===== config.mk =====
export PLATFORM = sky130hd
export DESIGN_NAME = dtcfg_regs
export DESIGN_NICKNAME = d
export VERILOG_FILES = /design/src/dtcfg_pkg.sv /design/src/dtcfg_regs.sv
export SDC_FILE = /design/constraint.sdc
export NUM_CORES = 1
export LEC_CHECK = 0
export BUFFER_PORTS_ARGS = -buffer_cell sky130_fd_sc_hd__buf_2
export CORE_ASPECT_RATIO = 2
export CORE_UTILIZATION = 47
export DETAILED_ROUTE_END_ITERATION = 8
export PLACE_DENSITY = 0.8
export SLEW_MARGIN = 20
export SYNTH_ARGS = -nofsm -noshare
export SYNTH_HDL_FRONTEND = slang
export SYNTH_SLANG_ARGS = --single-unit
export TNS_END_PERCENT = 10

===== constraint.sdc =====
create_clock -name clk_in -period 2 [get_ports clk_in]
set_input_delay 0.1 -clock clk_in [delete_from_list [all_inputs] [get_ports clk_in]]
set_output_delay 0.1 -clock clk_in [all_outputs]
set_load 0.05 [all_outputs]

===== src/dtcfg_pkg.sv =====
// Package for the data-training configuration register bank.
// Assumes an APB master in the controller register clock domain.
package dtcfg_pkg;

    localparam logic [11:0] DTCFG_SETUP_OFFSET = 12'h000;
    localparam logic [11:0] DTCFG_STEP_STAT_OFFSET = 12'h004;

    // Field positions in the setup register
    localparam int DTCFG_RFSH_LSB = 28;
    localparam int DTCFG_RANK_LSB = 24;
    localparam int DTCFG_EXTD_BIT = 22;
    localparam int DTCFG_STEP_BIT = 21;
    localparam int DTCFG_DBGEN_BIT = 20;
    localparam int DTCFG_LANE_LSB = 16;
    localparam int DTCFG_CENT_BIT = 13;
    localparam int DTCFG_MASK_BIT = 12;
    localparam int DTCFG_MARGIN_LSB = 8;
    localparam int DTCFG_CMP_BIT = 7;
    localparam int DTCFG_MPR_BIT = 6;
    localparam int DTCFG_DRANK_LSB = 4;
    localparam int DTCFG_RPT_LSB = 0;

    // Reset values
    localparam logic [3:0] DTCFG_RFSH_RST = 4'h9;
    localparam logic [3:0] DTCFG_RANK_RST = 4'hf;
    localparam logic DTCFG_EXTD_RST = 1'b0;
    localparam logic DTCFG_DBGEN_RST = 1'b0;
    localparam logic [3:0] DTCFG_LANE_RST = 4'h0;
    localparam logic DTCFG_CENT_RST = 1'b1;
    localparam logic DTCFG_MASK_RST = 1'b1;
    localparam logic [3:0] DTCFG_MARGIN_RST = 4'h5;
    localparam logic DTCFG_CMP_RST = 1'b1;
    localparam logic DTCFG_MPR_RST = 1'b0;
    localparam logic [1:0] DTCFG_DRANK_RST = 2'h0;
    localparam logic [3:0] DTCFG_RPT_RST = 4'h7;

    typedef struct packed {
        logic [3:0] refresh_burst_count;
        logic [3:0] training_rank_mask;
        logic extended_strobe_postamble;
        logic debug_mode_on;
        logic [3:0] debug_lane_select;
        logic deskew_centering_on;
        logic mask_deskew_on;
        logic [3:0] write_strobe_margin;
        logic gate_compare_data;
        logic use_pattern_register;
        logic [1:0] deskew_rank_select;
        logic [3:0] stability_repeat_count;
    } dtcfg_fields_t;

    typedef enum logic [0:0] {
        DTCFG_IDLE = 1'b0,
        DTCFG_WAIT = 1'b1
    } dtcfg_step_t;

endpackage : dtcfg_pkg


===== src/dtcfg_regs.sv =====
// Data-training configuration register bank with APB slave.
// Assumes the training engine acknowledges each single-step request.
//
// The register offsets and the APB interface to the registers were chosen for this implementation.
`timescale 1ns/1ps
module dtcfg_regs
    import dtcfg_pkg::*;
(
    // Clock and reset
    input wire logic clk_in,
    input wire logic rst_in,
    // APB slave
    input wire logic psel_in,
    input wire logic penable_in,
    input wire logic pwrite_in,
    input wire logic [11:0] paddr_in,
    input wire logic [31:0] pwdata_in,
    output logic [31:0] prdata_out,
    output logic pready_out,
    output logic pslverr_out,
    // Training engine
    output dtcfg_fields_t cfg_out,
    output logic step_req_out,
    input wire logic step_ack_in,
    input wire logic [7:0] engine_state_in
);

    dtcfg_fields_t cfg_q;
    logic step_q;
    logic [31:0] prdata_q;
    logic slverr_q;
    logic [31:0] setup_word;
    logic wr_setup;
    logic access;
    logic mapped;
    logic step_write;
    dtcfg_step_t step_state_q;

    // Reset image of the fields, for the reset check
    localparam dtcfg_fields_t CFG_DEFAULTS = '{
        refresh_burst_count: DTCFG_RFSH_RST,
        training_rank_mask: DTCFG_RANK_RST,
        extended_strobe_postamble: DTCFG_EXTD_RST,
        debug_mode_on: DTCFG_DBGEN_RST,
        debug_lane_select: DTCFG_LANE_RST,
        deskew_centering_on: DTCFG_CENT_RST,
        mask_deskew_on: DTCFG_MASK_RST,
        write_strobe_margin: DTCFG_MARGIN_RST,
        gate_compare_data: DTCFG_CMP_RST,
        use_pattern_register: DTCFG_MPR_RST,
        deskew_rank_select: DTCFG_DRANK_RST,
        stability_repeat_count: DTCFG_RPT_RST
    };

    assign access = psel_in && penable_in;
    assign mapped = (paddr_in == DTCFG_SETUP_OFFSET) || (paddr_in == DTCFG_STEP_STAT_OFFSET);
    assign wr_setup = access && pwrite_in && (paddr_in == DTCFG_SETUP_OFFSET);
    assign step_write = wr_setup && pwdata_in[DTCFG_STEP_BIT];
    // Zero-wait slave
    assign pready_out = 1'b1;

    // Reserved bits 23, 15 and 14 are never stored
    always_comb
    begin
        setup_word = 32'h0000_0000;
        setup_word[DTCFG_RFSH_LSB +: 4] = cfg_q.refresh_burst_count;
        setup_word[DTCFG_RANK_LSB +: 4] = cfg_q.training_rank_mask;
        setup_word[DTCFG_EXTD_BIT] = cfg_q.extended_strobe_postamble;
        setup_word[DTCFG_STEP_BIT] = step_q;
        setup_word[DTCFG_DBGEN_BIT] = cfg_q.debug_mode_on;
        setup_word[DTCFG_LANE_LSB +: 4] = cfg_q.debug_lane_select;
        setup_word[DTCFG_CENT_BIT] = cfg_q.deskew_centering_on;
        setup_word[DTCFG_MASK_BIT] = cfg_q.mask_deskew_on;
        setup_word[DTCFG_MARGIN_LSB +: 4] = cfg_q.write_strobe_margin;
        setup_word[DTCFG_CMP_BIT] = cfg_q.gate_compare_data;
        setup_word[DTCFG_MPR_BIT] = cfg_q.use_pattern_register;
        setup_word[DTCFG_DRANK_LSB +: 2] = cfg_q.deskew_rank_select;
        setup_word[DTCFG_RPT_LSB +: 4] = cfg_q.stability_repeat_count;
    end

    // Configuration fields
    always_ff @(posedge clk_in or posedge rst_in)
    begin
        if (rst_in)
        begin
            cfg_q.refresh_burst_count <= DTCFG_RFSH_RST;
            cfg_q.training_rank_mask <= DTCFG_RANK_RST;
            cfg_q.extended_strobe_postamble <= DTCFG_EXTD_RST;
            cfg_q.debug_mode_on <= DTCFG_DBGEN_RST;
            cfg_q.debug_lane_select <= DTCFG_LANE_RST;
            cfg_q.deskew_centering_on <= DTCFG_CENT_RST;
            cfg_q.mask_deskew_on <= DTCFG_MASK_RST;
            cfg_q.write_strobe_margin <= DTCFG_MARGIN_RST;
            cfg_q.gate_compare_data <= DTCFG_CMP_RST;
            cfg_q.use_pattern_register <= DTCFG_MPR_RST;
            cfg_q.deskew_rank_select <= DTCFG_DRANK_RST;
            cfg_q.stability_repeat_count <= DTCFG_RPT_RST;
        end
        else if (wr_setup)
        begin
            cfg_q.refresh_burst_count <= pwdata_in[DTCFG_RFSH_LSB +: 4];
            cfg_q.training_rank_mask <= pwdata_in[DTCFG_RANK_LSB +: 4];
            cfg_q.extended_strobe_postamble <= pwdata_in[DTCFG_EXTD_BIT];
            cfg_q.debug_mode_on <= pwdata_in[DTCFG_DBGEN_BIT];
            cfg_q.debug_lane_select <= pwdata_in[DTCFG_LANE_LSB +: 4];
            cfg_q.deskew_centering_on <= pwdata_in[DTCFG_CENT_BIT];
            cfg_q.mask_deskew_on <= pwdata_in[DTCFG_MASK_BIT];
            cfg_q.write_strobe_margin <= pwdata_in[DTCFG_MARGIN_LSB +: 4];
            cfg_q.gate_compare_data <= pwdata_in[DTCFG_CMP_BIT];
            cfg_q.use_pattern_register <= pwdata_in[DTCFG_MPR_BIT];
            cfg_q.deskew_rank_select <= pwdata_in[DTCFG_DRANK_LSB +: 2];
            cfg_q.stability_repeat_count <= pwdata_in[DTCFG_RPT_LSB +: 4];
        end
    end

    assign cfg_out = cfg_q;

    // Single-step request: one request per written one, held until the engine acks.
    // A second write of one while waiting is ignored so the engine never double-steps.
    always_ff @(posedge clk_in or posedge rst_in)
    begin
        if (rst_in)
        begin
            step_q <= 1'b0;
            step_state_q <= DTCFG_IDLE;
        end
        else
        begin
            case (step_state_q)
                DTCFG_IDLE:
                begin
                    if (wr_setup && pwdata_in[DTCFG_STEP_BIT])
                    begin
                        step_q <= 1'b1;
                        step_state_q <= DTCFG_WAIT;
                    end
                end
                DTCFG_WAIT:
                begin
                    if (step_ack_in)
                    begin
                        step_q <= 1'b0;
                        step_state_q <= DTCFG_IDLE;
                    end
                end
                default:
                begin
                    step_q <= 1'b0;
                    step_state_q <= DTCFG_IDLE;
                end
            endcase
        end
    end

    assign step_req_out = step_q;

    // Read data and error answer
    always_ff @(posedge clk_in or posedge rst_in)
    begin
        if (rst_in)
        begin
            prdata_q <= 32'h0000_0000;
            slverr_q <= 1'b0;
        end
        else if (psel_in && !penable_in)
        begin
            slverr_q <= !mapped;
            if (!pwrite_in && paddr_in == DTCFG_SETUP_OFFSET)
            begin
                prdata_q <= setup_word;
            end
            else if (!pwrite_in && paddr_in == DTCFG_STEP_STAT_OFFSET)
            begin
                prdata_q <= {23'h000000, step_q, engine_state_in};
            end
            else
            begin
                prdata_q <= 32'h0000_0000;
            end
        end
    end

    // Answer only during the access phase
    assign prdata_out = access ? prdata_q : 32'h0000_0000;
    assign pslverr_out = access ? slverr_q : 1'b0;

    // Reserved bits never show as ones
    reserved_zero_a: assert property (@(posedge clk_in) disable iff (rst_in)
        setup_word[15:14] == 2'b00 && setup_word[23] == 1'b0)
        else $error("Reserved bits read nonzero");

    write_fields_a: assert property (@(posedge clk_in) disable iff (rst_in)
        wr_setup |=> cfg_q.training_rank_mask == $past(pwdata_in[27:24])
            && cfg_q.refresh_burst_count == $past(pwdata_in[31:28]))
        else $error("Rank mask or refresh count not stored");

    debug_mode_a: assert property (@(posedge clk_in) disable iff (rst_in)
        wr_setup |=> cfg_out.debug_mode_on == $past(pwdata_in[20])
            && cfg_out.debug_lane_select == $past(pwdata_in[19:16]))
        else $error("Debug mode or lane not stored");

    step_start_a: assert property (@(posedge clk_in) disable iff (rst_in)
        (!step_q && wr_setup && pwdata_in[21]) |=> step_req_out)
        else $error("Step request not raised");

    step_clear_a: assert property (@(posedge clk_in) disable iff (rst_in)
        (step_q && step_ack_in) |=> !step_req_out)
        else $error("Step request not cleared after ack");

    step_hold_a: assert property (@(posedge clk_in) disable iff (rst_in)
        (step_q && !step_ack_in) |=> step_req_out)
        else $error("Step request dropped before ack");

    step_quiet_a: assert property (@(posedge clk_in) disable iff (rst_in)
        (!step_q && !(wr_setup && pwdata_in[21])) |=> !step_req_out)
        else $error("Spurious step request");

    hold_fields_a: assert property (@(posedge clk_in) disable iff (rst_in)
        !wr_setup |=> $stable(cfg_q))
        else $error("Fields changed without write");

    margin_flags_a: assert property (@(posedge clk_in) disable iff (rst_in)
        wr_setup |=> cfg_out.write_strobe_margin == $past(pwdata_in[11:8])
            && cfg_out.gate_compare_data == $past(pwdata_in[7])
            && cfg_out.use_pattern_register == $past(pwdata_in[6]))
        else $error("Margin or gate flags not stored");

    // Further store properties, one field each except rank select with repeat count
    refresh_store_a: assert property (@(posedge clk_in) disable iff (rst_in)
        wr_setup
        |=> cfg_out.refresh_burst_count == $past(pwdata_in[31:28]))
        else $error("Refresh count not stored");

    extd_store_a: assert property (@(posedge clk_in) disable iff (rst_in)
        wr_setup
        |=> cfg_out.extended_strobe_postamble == $past(pwdata_in[22]))
        else $error("Extended strobe bit not stored");

    lane_store_a: assert property (@(posedge clk_in) disable iff (rst_in)
        wr_setup
        |=> cfg_out.debug_lane_select == $past(pwdata_in[19:16]))
        else $error("Lane select not stored");

    centering_store_a: assert property (@(posedge clk_in) disable iff (rst_in)
        wr_setup
        |=> cfg_out.deskew_centering_on == $past(pwdata_in[13]))
        else $error("Centering bit not stored");

    mask_store_a: assert property (@(posedge clk_in) disable iff (rst_in)
        wr_setup
        |=> cfg_out.mask_deskew_on == $past(pwdata_in[12]))
        else $error("Mask deskew bit not stored");

    gate_compare_a: assert property (@(posedge clk_in) disable iff (rst_in)
        wr_setup
        |=> cfg_out.gate_compare_data == $past(pwdata_in[7]))
        else $error("Compare bit not stored");

    pattern_store_a: assert property (@(posedge clk_in) disable iff (rst_in)
        wr_setup
        |=> cfg_out.use_pattern_register == $past(pwdata_in[6]))
        else $error("Pattern bit not stored");

    rank_repeat_a: assert property (@(posedge clk_in) disable iff (rst_in)
        wr_setup
        |=> cfg_out.deskew_rank_select == $past(pwdata_in[5:4])
            && cfg_out.stability_repeat_count == $past(pwdata_in[3:0]))
        else $error("Rank select or repeat count not stored");

    // Reset, read answers and refusals
    reset_fields_a: assert property (@(posedge clk_in)
        rst_in
        |=> cfg_q == CFG_DEFAULTS
            && !step_req_out)
        else $error("Defaults not loaded by reset");

    read_setup_a: assert property (@(posedge clk_in) disable iff (rst_in)
        (psel_in && !penable_in && !pwrite_in
            && paddr_in == DTCFG_SETUP_OFFSET)
        |=> prdata_q == $past(setup_word))
        else $error("Setup read data wrong");

    read_status_a: assert property (@(posedge clk_in) disable iff (rst_in)
        (psel_in && !penable_in && !pwrite_in
            && paddr_in == DTCFG_STEP_STAT_OFFSET)
        |=> prdata_q[8] == $past(step_q)
            && prdata_q[7:0] == $past(engine_state_in))
        else $error("Status read data wrong");

    unmapped_read_a: assert property (@(posedge clk_in) disable iff (rst_in)
        (psel_in && !penable_in && !pwrite_in
            && !mapped)
        |=> prdata_q == 32'h0000_0000)
        else $error("Unmapped read not zero");

    unmapped_err_a: assert property (@(posedge clk_in) disable iff (rst_in)
        (access && !mapped)
        |-> pslverr_out)
        else $error("Unmapped access not refused");

    mapped_ok_a: assert property (@(posedge clk_in) disable iff (rst_in)
        (access && mapped)
        |-> !pslverr_out)
        else $error("Mapped access refused");

    status_write_a: assert property (@(posedge clk_in) disable iff (rst_in)
        (access && pwrite_in
            && paddr_in == DTCFG_STEP_STAT_OFFSET)
        |=> $stable(cfg_q))
        else $error("Status write changed fields");

    step_single_a: assert property (@(posedge clk_in) disable iff (rst_in)
        $rose(step_req_out)
        |-> $past(step_write))
        else $error("Step request raised without a write");

    cover_write_c: cover property (@(posedge clk_in) disable iff (rst_in) wr_setup);
    cover_step_c: cover property (@(posedge clk_in) disable iff (rst_in)
        step_req_out ##[1:32] !step_req_out);
    cover_read_c: cover property (@(posedge clk_in) disable iff (rst_in)
        access && !pwrite_in && mapped);
    cover_err_c: cover property (@(posedge clk_in) disable iff (rst_in) access && !mapped);
    cover_refuse_c: cover property (@(posedge clk_in) disable iff (rst_in)
        step_q && step_write);

endmodule : dtcfg_regs


==> reports/metrics.csv, run 1 <==
stage,metric,value,unit
status,status,completed,
critical_path,start_kind,input port,
final_layout,layout_commonest_cell,buf_2,
clock_tree,clockBufferDepth,2,
final_layout,syn2layout_area_growth,34.9,%
timing,clock_skew,0.00437,ns
place,io_buffers,113,
drt,wl_per_cell,15.0,µm
critical_path,cp.required,2.20,ns
synth,synth_enable_flop_cells,0,
drt,drc_errors,0,
critical_path,crit_arrival,1.45,ns
place,place.gp.congestion,0.755,
synth,synth_area_leaders,"dfrtp_1 42%, dfstp_2 13%, mux2_2 7.8%, and3_1 6.8%, o21ai_0 5.5%",
synth,synth_area_per_cell,11.1,µm²
drt,first_pass_iters,4,
timing,final.setup.worst_slack,0.757,ns
timing,fin_tns_setup,0,ns
timing,rsz0062_at_grt,no,
power_and_ir_drop,powerDensity,813,mW/mm²
synth,synth.ff_latch_count,60,
floorplanning,start_util,0.484,
floorplanning,die_area,0.00616,mm²
synth,ys_seq_area_frac,0.554,
grt,track_usage,0.215,
floorplanning,core,0.00566,mm²
min_path,hp-class,in -> reg,
timing,setup_violations,0,
synth,yosysUniqueCellTypes,24,
clock_tree,cts_root_buf,clkbuf_16,
power_and_ir_drop,power.leakage,2.08,nW
final_layout,layout_common_cells,"113 x buf_2, 46 x dfrtp_1, 32 x nand2_1",
timing,slew_violations,0,
grt,grt_antenna_before_repair,0,
final_layout,layout.nets,421,
floorplanning,io_pins,121,
final_layout,n_antenna_cell,0,
power_and_ir_drop,clkPwrFrac,0.536,
power_and_ir_drop,intPower,0.00240,W
final_layout,design_area,0.00370,mm²
power_and_ir_drop,swShare,0.201,
synth,synthCells,246,
min_path,min_path_cells,2,
grt,grt_max_degree,61,
critical_path,worstRegToRegCells,2,
drt,via_per_inst,5.11,
clock_tree,clock-sinks,60,
critical_path,max_stage_delay,0.37,ns
synth,yosysWarningCount,0,
floorplanning,dieHeight,110,µm
final_layout,nFillCells,472,
critical_path,ff2ff_setup_slack,1.14,ns
clock_tree,h-tree-depth,3,
synth,ys.flop_type,dfrtp_1,
place,dp_cells,411,
power_and_ir_drop,vdd_ir_drop_max,0.00112,V
clock_tree,cts_inserted_buffers,9,
final_layout,fin_cells,429,
place,hpwl,4.59,mm
drt,vias,2194,
clock_tree,post_cts_resized,0,
place,dpl_cell_area,0.00336,mm²
critical_path,cp.depth,5,
flow_run,drv_cap,0,
timing,fin_crit,1.24,ns
critical_path,path_cells,buf_2 -> and4b_1 -> nand4_1 -> buf_4 -> mux2_2,
critical_path,worstSetupPathType,in -> reg,
floorplanning,rows,39,
grt,grt_overflow,0,
timing,finalHoldViolCount,0,
final_layout,drive_above_1_share,0.495,
place,preCtsSetupSlack,0.418,ns
clock_tree,cts_tree,done,
critical_path,cp_slowest_cell,mux2_2,
timing,fin_hold_ws,0.00583,ns
drt,wl,6.44,mm
timing,fin_crit_sh,0.622,
power_and_ir_drop,p_sw,0.000603,W
synth,netlist.area_leader.share,0.420,
power_and_ir_drop,combPwrFrac,0.057,
grt,grt_pass1_wl,9.92,mm
critical_path,critPathCaptureType,register,
floorplanning,chipWidth,56.0,µm
clock_tree,clk_pin_slew,0.05,ns
synth,netlist_area,0.00274,mm²
grt,grt_pass1_vias,2197,
synth,synth_top_cell_by_area,dfrtp_1,
synth,synthArstFlopShare,1.00,
critical_path,crit_family,buffers and inverters,
critical_path,worstPathMaxFanout,18,
drt,drtIter0Drc,50,
drt,ant_nets,0,
critical_path,crit_buf_inv,2,
clock_tree,insertion_delay,0.32,ns
power_and_ir_drop,sequentialPowerShare,0.407,
timing,max_freq,0.804,GHz
==> repair_timing <==
| action | in CTS | in global routing |
|---|---|---|
| hold buffers | 2 | 0 |
| hold endpoints to repair | 47 | 0 |
| buffers inserted | 0 | 0 |
==> area by class of cell <==
cell class | instances | area [µm²] | share of cell area
clock buffer | 11 | 243 | 0.0657
clock inverter | 5 | 75.1 | 0.0203
inverter | 22 | 82.6 | 0.0223
multi-input combinational | 147 | 1040 | 0.282
sequential | 60 | 1520 | 0.411
tap | 61 | 76.3 | 0.0206
timing repair buffer | 123 | 658 | 0.178
==> flip-flops by register name, indices dropped and copies added (netlist names) <==
signal and flops:
cfg_out 28, prdata_q 29, slverr_q 1, step_req_out 1, step_state_q 1
==> logic make-up (layout without fill, tap and decap cells) <==
group | after synthesis | after routing | synth area share
other | 2 | 4 | 0.00274
and+or+nand+nor | 73 | 73 | 0.153
muxes | 37 | 37 | 0.160
DFF | 60 | 60 | 0.554
AOI/OAI and AO/OA | 33 | 33 | 0.0621
buffers and inverters | 41 | 161 | 0.0680
==> power groups by stage <==
| stage | Sequential [W] | Clock, W | Combinational, W |
|---|---|---|---|
| after floorplan | 0.00124 | 0 | 0.0000871 |
| after global placement | 0.00124 | 0 | 0.000169 |
| after detailed placement | 0.00124 | 0 | 0.000172 |
| after CTS | 0.00122 | 0.00164 | 0.000175 |
| after global routing | 0.00122 | 0.00169 | 0.000190 |
| final | 0.00122 | 0.00161 | 0.000172 |
==> synth_stat cells, types with 4 or more instances <==
cell type and number:
mux2i_1 9, dfrtp_1 46, o21ai_0 30, and3_1 30
mux2_2 19, dfstp_2 14, mux2_4 9, nand4_1 4
clkbuf_1 11, buf_4 4, nand2_1 32, inv_1 22
==> worst paths after layout <==
kind,to,from
min in group asynchronous,cfg_out[4],rst_in
hold / removal,cfg_out[10],pwdata_in[10]
setup / recovery,cfg_out[11],paddr_in[2]
max in group asynchronous,cfg_out[23],rst_in
hold reg to reg,slverr_q,slverr_q
setup reg to reg,prdata_q[7],cfg_out[7]
==> metrics by stage <==
stage / util / power, W
after global placement: 0.593 / 0.00141
after CTS: 0.653 / 0.00303
final: 0.653 / 0.00300
after global routing: 0.653 / 0.00310
after detailed placement: 0.593 / 0.00141
after floorplan: - / 0.00133
==> per-layer routing <==
layer	vias to the layer above	global-route usage	part of all wire
li1	1061	-	-
met1	1051	0.220	0.36
met2	73	0.398	0.56
met3	9	0.0618	0.059
met4	0	0.0976	0.022
met5	-	0	0
Note: power is estimated with default switching activity, not from simulation.
==> inputs of run 2 (changes only) <==
==> constraint.sdc (replaced) <==
create_clock -name clk_in -period 1.3 [get_ports clk_in]
set_input_delay 0.065 -clock clk_in [delete_from_list [all_inputs] [get_ports clk_in]]
set_output_delay 0.065 -clock clk_in [all_outputs]
set_load 0.05 [all_outputs]
==> reports/metrics.csv, run 2 (synthesized netlist as in run 1, its figures left out) <==
stage,metric,value,unit,change
final_layout,layout_commonest_cell,buf_2,,
critical_path,start_kind,register,,
floorplanning,core,0.00566,mm²,unchanged
final_layout,regMostFlops,prdata_q,,
clock_tree,clockBufferDepth,2,,unchanged
drt,first_pass_iters,4,,unchanged
floorplanning,die_area,0.00616,mm²,unchanged
grt,grt_overflow,0,,unchanged
timing,fin_crit,1.20,ns,
final_layout,nFillCells,419,,-11%
final_layout,largest_reg_flops,29,,unchanged
critical_path,cp_slowest_cell,dfstp_2,,
clock_tree,post_cts_resized,0,,unchanged
drt,ant_nets,0,,unchanged
power_and_ir_drop,vdd_ir_drop_max,0.00123,V,+10%
final_layout,design_area,0.00404,mm²,+9.3%
clock_tree,insertion_delay,0.32,ns,about the same
power_and_ir_drop,powerDensity,1120,mW/mm²,+38%
critical_path,cp.required,1.24,ns,-0.96 ns
critical_path,critPathCaptureType,primary output,,
critical_path,worstSetupPathType,reg -> out,,
clock_tree,cts_tree,done,,
power_and_ir_drop,power.leakage,2.23,nW,+7.2%
drt,via_per_inst,5.12,,+0.20%
place,place.gp.congestion,0.788,,+4.4%
critical_path,crit_family,flip-flops,,
clock_tree,cts_inserted_buffers,9,,unchanged
min_path,hp-class,in -> reg,,
flow_run,drv_cap,0,,unchanged
floorplanning,io_pins,121,,unchanged
timing,fin_crit_sh,0.922,,
grt,grt_antenna_before_repair,0,,unchanged
drt,wl_per_cell,15.7,µm,+4.5%
grt,grt_pass1_wl,11.3,mm,+13%
critical_path,path_cells,buf_2,,
drt,drc_errors,0,,unchanged
critical_path,max_stage_delay,0.54,ns,+0.17 ns
critical_path,crit_arrival,1.13,ns,-0.32 ns
final_layout,finish.utilization,0.714,,+0.0606
final_layout,drive_above_1_share,0.468,,-0.0267
grt,grt_pass1_vias,2423,,+10%
final_layout,syn2layout_area_growth,47.4,%,
timing,clock_skew,0.00490,ns,+0.000528 ns
timing,fin_hold_ws,0.0178,ns,+0.0120 ns
grt,track_usage,0.248,,+0.0338
floorplanning,chipWidth,56.0,µm,unchanged
critical_path,worstPathMaxFanout,3,,-15
critical_path,crit_buf_inv,1,,-1
timing,setup_violations,0,,unchanged
final_layout,seqCellArea,0.00152,mm²,unchanged
floorplanning,rows,39,,unchanged
grt,grt_max_degree,34,,-44%
drt,drtIter0Drc,91,,+82%
clock_tree,clk_pin_slew,0.05,ns,about the same
floorplanning,dieHeight,110,µm,unchanged
timing,fin_tns_setup,0,ns,unchanged
place,hpwl,4.83,mm,+5.4%
timing,rsz0062_at_grt,no,,
drt,vias,2388,,+8.8%
clock_tree,cts_root_buf,clkbuf_16,,
final_layout,multi_input_area,0.00104,mm²,unchanged
clock_tree,h-tree-depth,3,,unchanged
clock_tree,clock-sinks,60,,unchanged
final_layout,layout_common_cells,"113 x buf_2, 46 x dfrtp_1, 32 x nand2_1",,
status,status,completed,,
place,dpl_cell_area,0.00343,mm²,+2.3%
timing,slew_violations,0,,unchanged
place,io_buffers,113,,unchanged
final_layout,layout.nets,457,,+8.6%
drt,wl,7.30,mm,+13%
floorplanning,start_util,0.484,,unchanged
timing,finalHoldViolCount,0,,unchanged
timing,max_freq,0.834,GHz,
run 2: stage by stage:
step                power [W]  std cells  worst slack [ns]
finish                0.00453        466             0.101
global route          0.00469        465            0.0680
CTS                   0.00457        465            0.0843
detailed placement    0.00219        419           -0.0785
global placement      0.00219        419           -0.0396
floorplan             0.00205        248            0.0195
run 2: path summary, 6_finish.rpt:
check	to	slack [ns]	depth (start not counted)	startpoint
worst max register to register	prdata_q[0]	0.44	2	cfg_out[0]
min in group asynchronous	cfg_out[4]	0.30	3	rst_in
max in group asynchronous	cfg_out[12]	0.43	4	rst_in
worst min-delay path	step_state_q	0.02	3	pwdata_in[21]
worst max-delay path	cfg_out[10]	0.10	1	cfg_out[10]
worst min register to register	prdata_q[2]	0.47	2	prdata_q[2]
run 2: final cells by class:
class | instances | share of cell area
flip-flops and latches | 60 | 0.376
repair buffers | 159 | 0.250
clock buffers | 16 | 0.0747
diodes | 1 | 0.000620
well taps | 61 | 0.0189
multi-input cells | 147 | 0.258
inverters | 22 | 0.0214
run 2: per-layer routing:
metal  global-route usage  routed length (µm)  up-vias
met5                    0                   0        -
met4                0.169                 290        0
met3               0.0513                 336       22
met2                0.434                4020       87
met1                0.267                2660     1148
li1                     -                   -     1131
run 2: what timing repair did:
action / in CTS / in global routing
hold endpoints to repair: 41 / 0
hold buffers: 30 / 0
buffers inserted: 0 / 0
run 2: where the power goes:
part	switching [W]	total, W	internal, W
Clock	0.000748	0.00230	0.00155
Sequential	0.00000258	0.00188	0.00188
Combinational	0.000185	0.000354	0.000169
Total	0.000936	0.00453	0.00360
==> inputs of run 3 (changes only) <==
--- a/config.mk
+++ b/config.mk
@@ -6,10 +6,12 @@
 export NUM_CORES = 1
 export LEC_CHECK = 0
 export BUFFER_PORTS_ARGS = -buffer_cell sky130_fd_sc_hd__buf_2
+export CELL_PAD_IN_SITES_DETAIL_PLACEMENT = 0
+export CELL_PAD_IN_SITES_GLOBAL_PLACEMENT = 1
 export CORE_ASPECT_RATIO = 2
-export CORE_UTILIZATION = 47
+export CORE_UTILIZATION = 35
 export DETAILED_ROUTE_END_ITERATION = 8
-export PLACE_DENSITY = 0.8
+export PLACE_DENSITY_LB_ADDON = 0.1
 export SLEW_MARGIN = 20
 export SYNTH_ARGS = -nofsm -noshare
 export SYNTH_HDL_FRONTEND = slang
==> reports/metrics.csv, run 3 (synthesized netlist as in run 1, its figures left out) <==
stage,metric,value,unit,change
drt,wl,7.12,mm,-2.5%
drt,via_per_inst,4.58,,-11%
place,io_buffers,113,,unchanged
final_layout,syn2layout_area_growth,49.3,%,
clock_tree,clock-sinks,60,,unchanged
grt,grt_antenna_before_repair,0,,unchanged
critical_path,worstRegToRegCells,2,,unchanged
clock_tree,post_cts_resized,0,,unchanged
place,dpl_cell_area,0.00348,mm²,+1.2%
grt,grt_max_degree,61,,+79%
floorplanning,chipWidth,64.6,µm,+15%
min_path,hold_end,prdata_q[4],,
critical_path,worstPathMaxFanout,3,,unchanged
final_layout,largest_reg_flops,29,,unchanged
grt,grt_pass1_vias,2371,,-2.1%
critical_path,crit_arrival,1.14,ns,about the same
status,status,completed,,
drt,drtIter0Drc,63,,-31%
floorplanning,dieHeight,127,µm,+16%
timing,fin_crit_sh,0.930,,+0.00838
place,preCtsSetupSlack,-0.0532,ns,+0.0254 ns
min_path,worstHoldStart,engine_state_in[4],,
place,hpwl,4.83,mm,about the same
critical_path,cp_slowest_cell,dfstp_2,,
clock_tree,cts_tree,done,,
power_and_ir_drop,clkPwrFrac,0.520,,+0.013
clock_tree,cts_inserted_buffers,9,,unchanged
flow_run,drv_cap,0,,unchanged
grt,grt_overflow,0,,unchanged
power_and_ir_drop,intPower,0.00368,W,+2.3%
critical_path,critPathCaptureType,primary output,,
floorplanning,rows,45,,+15%
timing,rsz0062_at_grt,no,,
floorplanning,die_area,0.00821,mm²,+33%
power_and_ir_drop,powerDensity,1140,mW/mm²,+1.6%
min_path,hp-class,in -> reg,,
timing,slew_violations,0,,unchanged
power_and_ir_drop,swShare,0.211,,+0.00420
clock_tree,insertion_delay,0.33,ns,about the same
drt,drc_errors,0,,unchanged
timing,finalHoldViolCount,0,,unchanged
grt,track_usage,0.188,,-0.0600
critical_path,max_stage_delay,0.55,ns,about the same
clock_tree,clk_pin_slew,0.05,ns,about the same
timing,clock_skew,0.00632,ns,+0.00143 ns
power_and_ir_drop,combPwrFrac,0.077,,about the same
clock_tree,h-tree-depth,3,,unchanged
grt,grt_pass1_wl,11.5,mm,+1.9%
drt,first_pass_iters,5,,+1
power_and_ir_drop,sequentialPowerShare,0.403,,-0.012
floorplanning,io_pins,121,,unchanged
power_and_ir_drop,power.leakage,2.23,nW,+0.13%
final_layout,layout.nets,458,,+0.22%
critical_path,start_kind,register,,
critical_path,crit_family,flip-flops,,
final_layout,drive_above_1_share,0.465,,-0.00248
final_layout,design_area,0.00409,mm²,+1.3%
power_and_ir_drop,p_sw,0.000982,W,+5.0%
timing,max_freq,0.827,GHz,-0.90%
power_and_ir_drop,vdd_ir_drop_max,0.000804,V,-35%
final_layout,layout_common_cells,"113 x buf_2, 46 x dfrtp_1, 32 x nand2_1",,
timing,fin_hold_ws,0.0334,ns,+0.0156 ns
critical_path,worstReg2RegStart,cfg_out[0],,
place,place.gp.congestion,0.721,,-8.6%
final_layout,nFillCells,711,,+70%
floorplanning,core,0.00760,mm²,+34%
critical_path,crit_buf_inv,1,,unchanged
final_layout,layout_commonest_cell,buf_2,,
min_path,min_path_cells,3,,unchanged
critical_path,worstReg2RegEnd,prdata_q[0],,
drt,wl_per_cell,14.3,µm,-8.8%
drt,vias,2283,,-4.4%
timing,fin_crit,1.21,ns,+0.0109 ns
drt,ant_nets,0,,unchanged
timing,final.setup.worst_slack,0.0904,ns,-0.0109 ns
final_layout,regMostFlops,prdata_q,,
critical_path,worstSetupPathType,reg -> out,,
critical_path,cp.required,1.24,ns,about the same
final_layout,n_antenna_cell,0,,-1
critical_path,startpoint,cfg_out[8],,
clock_tree,cts_root_buf,clkbuf_16,,
timing,setup_violations,0,,unchanged
critical_path,path_cells,buf_2,,
clock_tree,clockBufferDepth,2,,unchanged
floorplanning,start_util,0.360,,-0.124
critical_path,ff2ff_setup_slack,0.44,ns,about the same
-- run 3: final cells by class --
type,count,area (µm²),area share
multi-input combinational,147,1040,0.255
clock inverter,1,30.0,0.00734
inverter,22,86.3,0.0211
timing repair buffer,160,1020,0.250
tap,94,118,0.0288
clock buffer,14,274,0.0670
sequential,60,1520,0.371
-- run 3: per-layer routing --
layer,up-vias,global-route usage,share of wire
met5,-,0,0
met4,0,0.0797,0.021
met3,12,0.0571,0.040
met2,66,0.333,0.54
met1,1075,0.203,0.40
li1,1130,-,-
-- run 3: worst max-delay path by stage --
stage | endpoint | depth (start not counted)
after global placement | cfg_out[14] | 5
final | cfg_out[8] | 1
after CTS | cfg_out[8] | 1
after detailed placement | cfg_out[14] | 5
after global routing | cfg_out[8] | 1
after floorplan | cfg_out[14] | 5
-- run 3: worst min-delay path, stage by stage --
cell and delay, ns:
buf_2 0.07, mux2i_1 0.06, o21ai_0 0.13
-- run 3: power by group through the flow --
stage	registers, W	clock network [W]	logic (W)
floorplan	0.00191	0	0.000135
global placement	0.00191	0	0.000288
detailed placement	0.00191	0	0.000291
CTS	0.00188	0.00248	0.000364
global route	0.00188	0.00257	0.000389
finish	0.00188	0.00242	0.000357
-- run 3: stage by stage --
stage	utilization	power, W	TNS, ns	instances
floorplan	-	0.00205	0	248
global placement	0.457	0.00220	-0.388	452
detailed placement	0.457	0.00220	-0.425	452
CTS	0.538	0.00472	0	498
global route	0.538	0.00483	0	498
finish	0.538	0.00466	0	498
-- run 3: what timing repair did --
item,CTS,global route
setup buffers,0,0
endpoints found under the setup margin,0,0
hold buffers,31,0
hold endpoints to repair,75,0
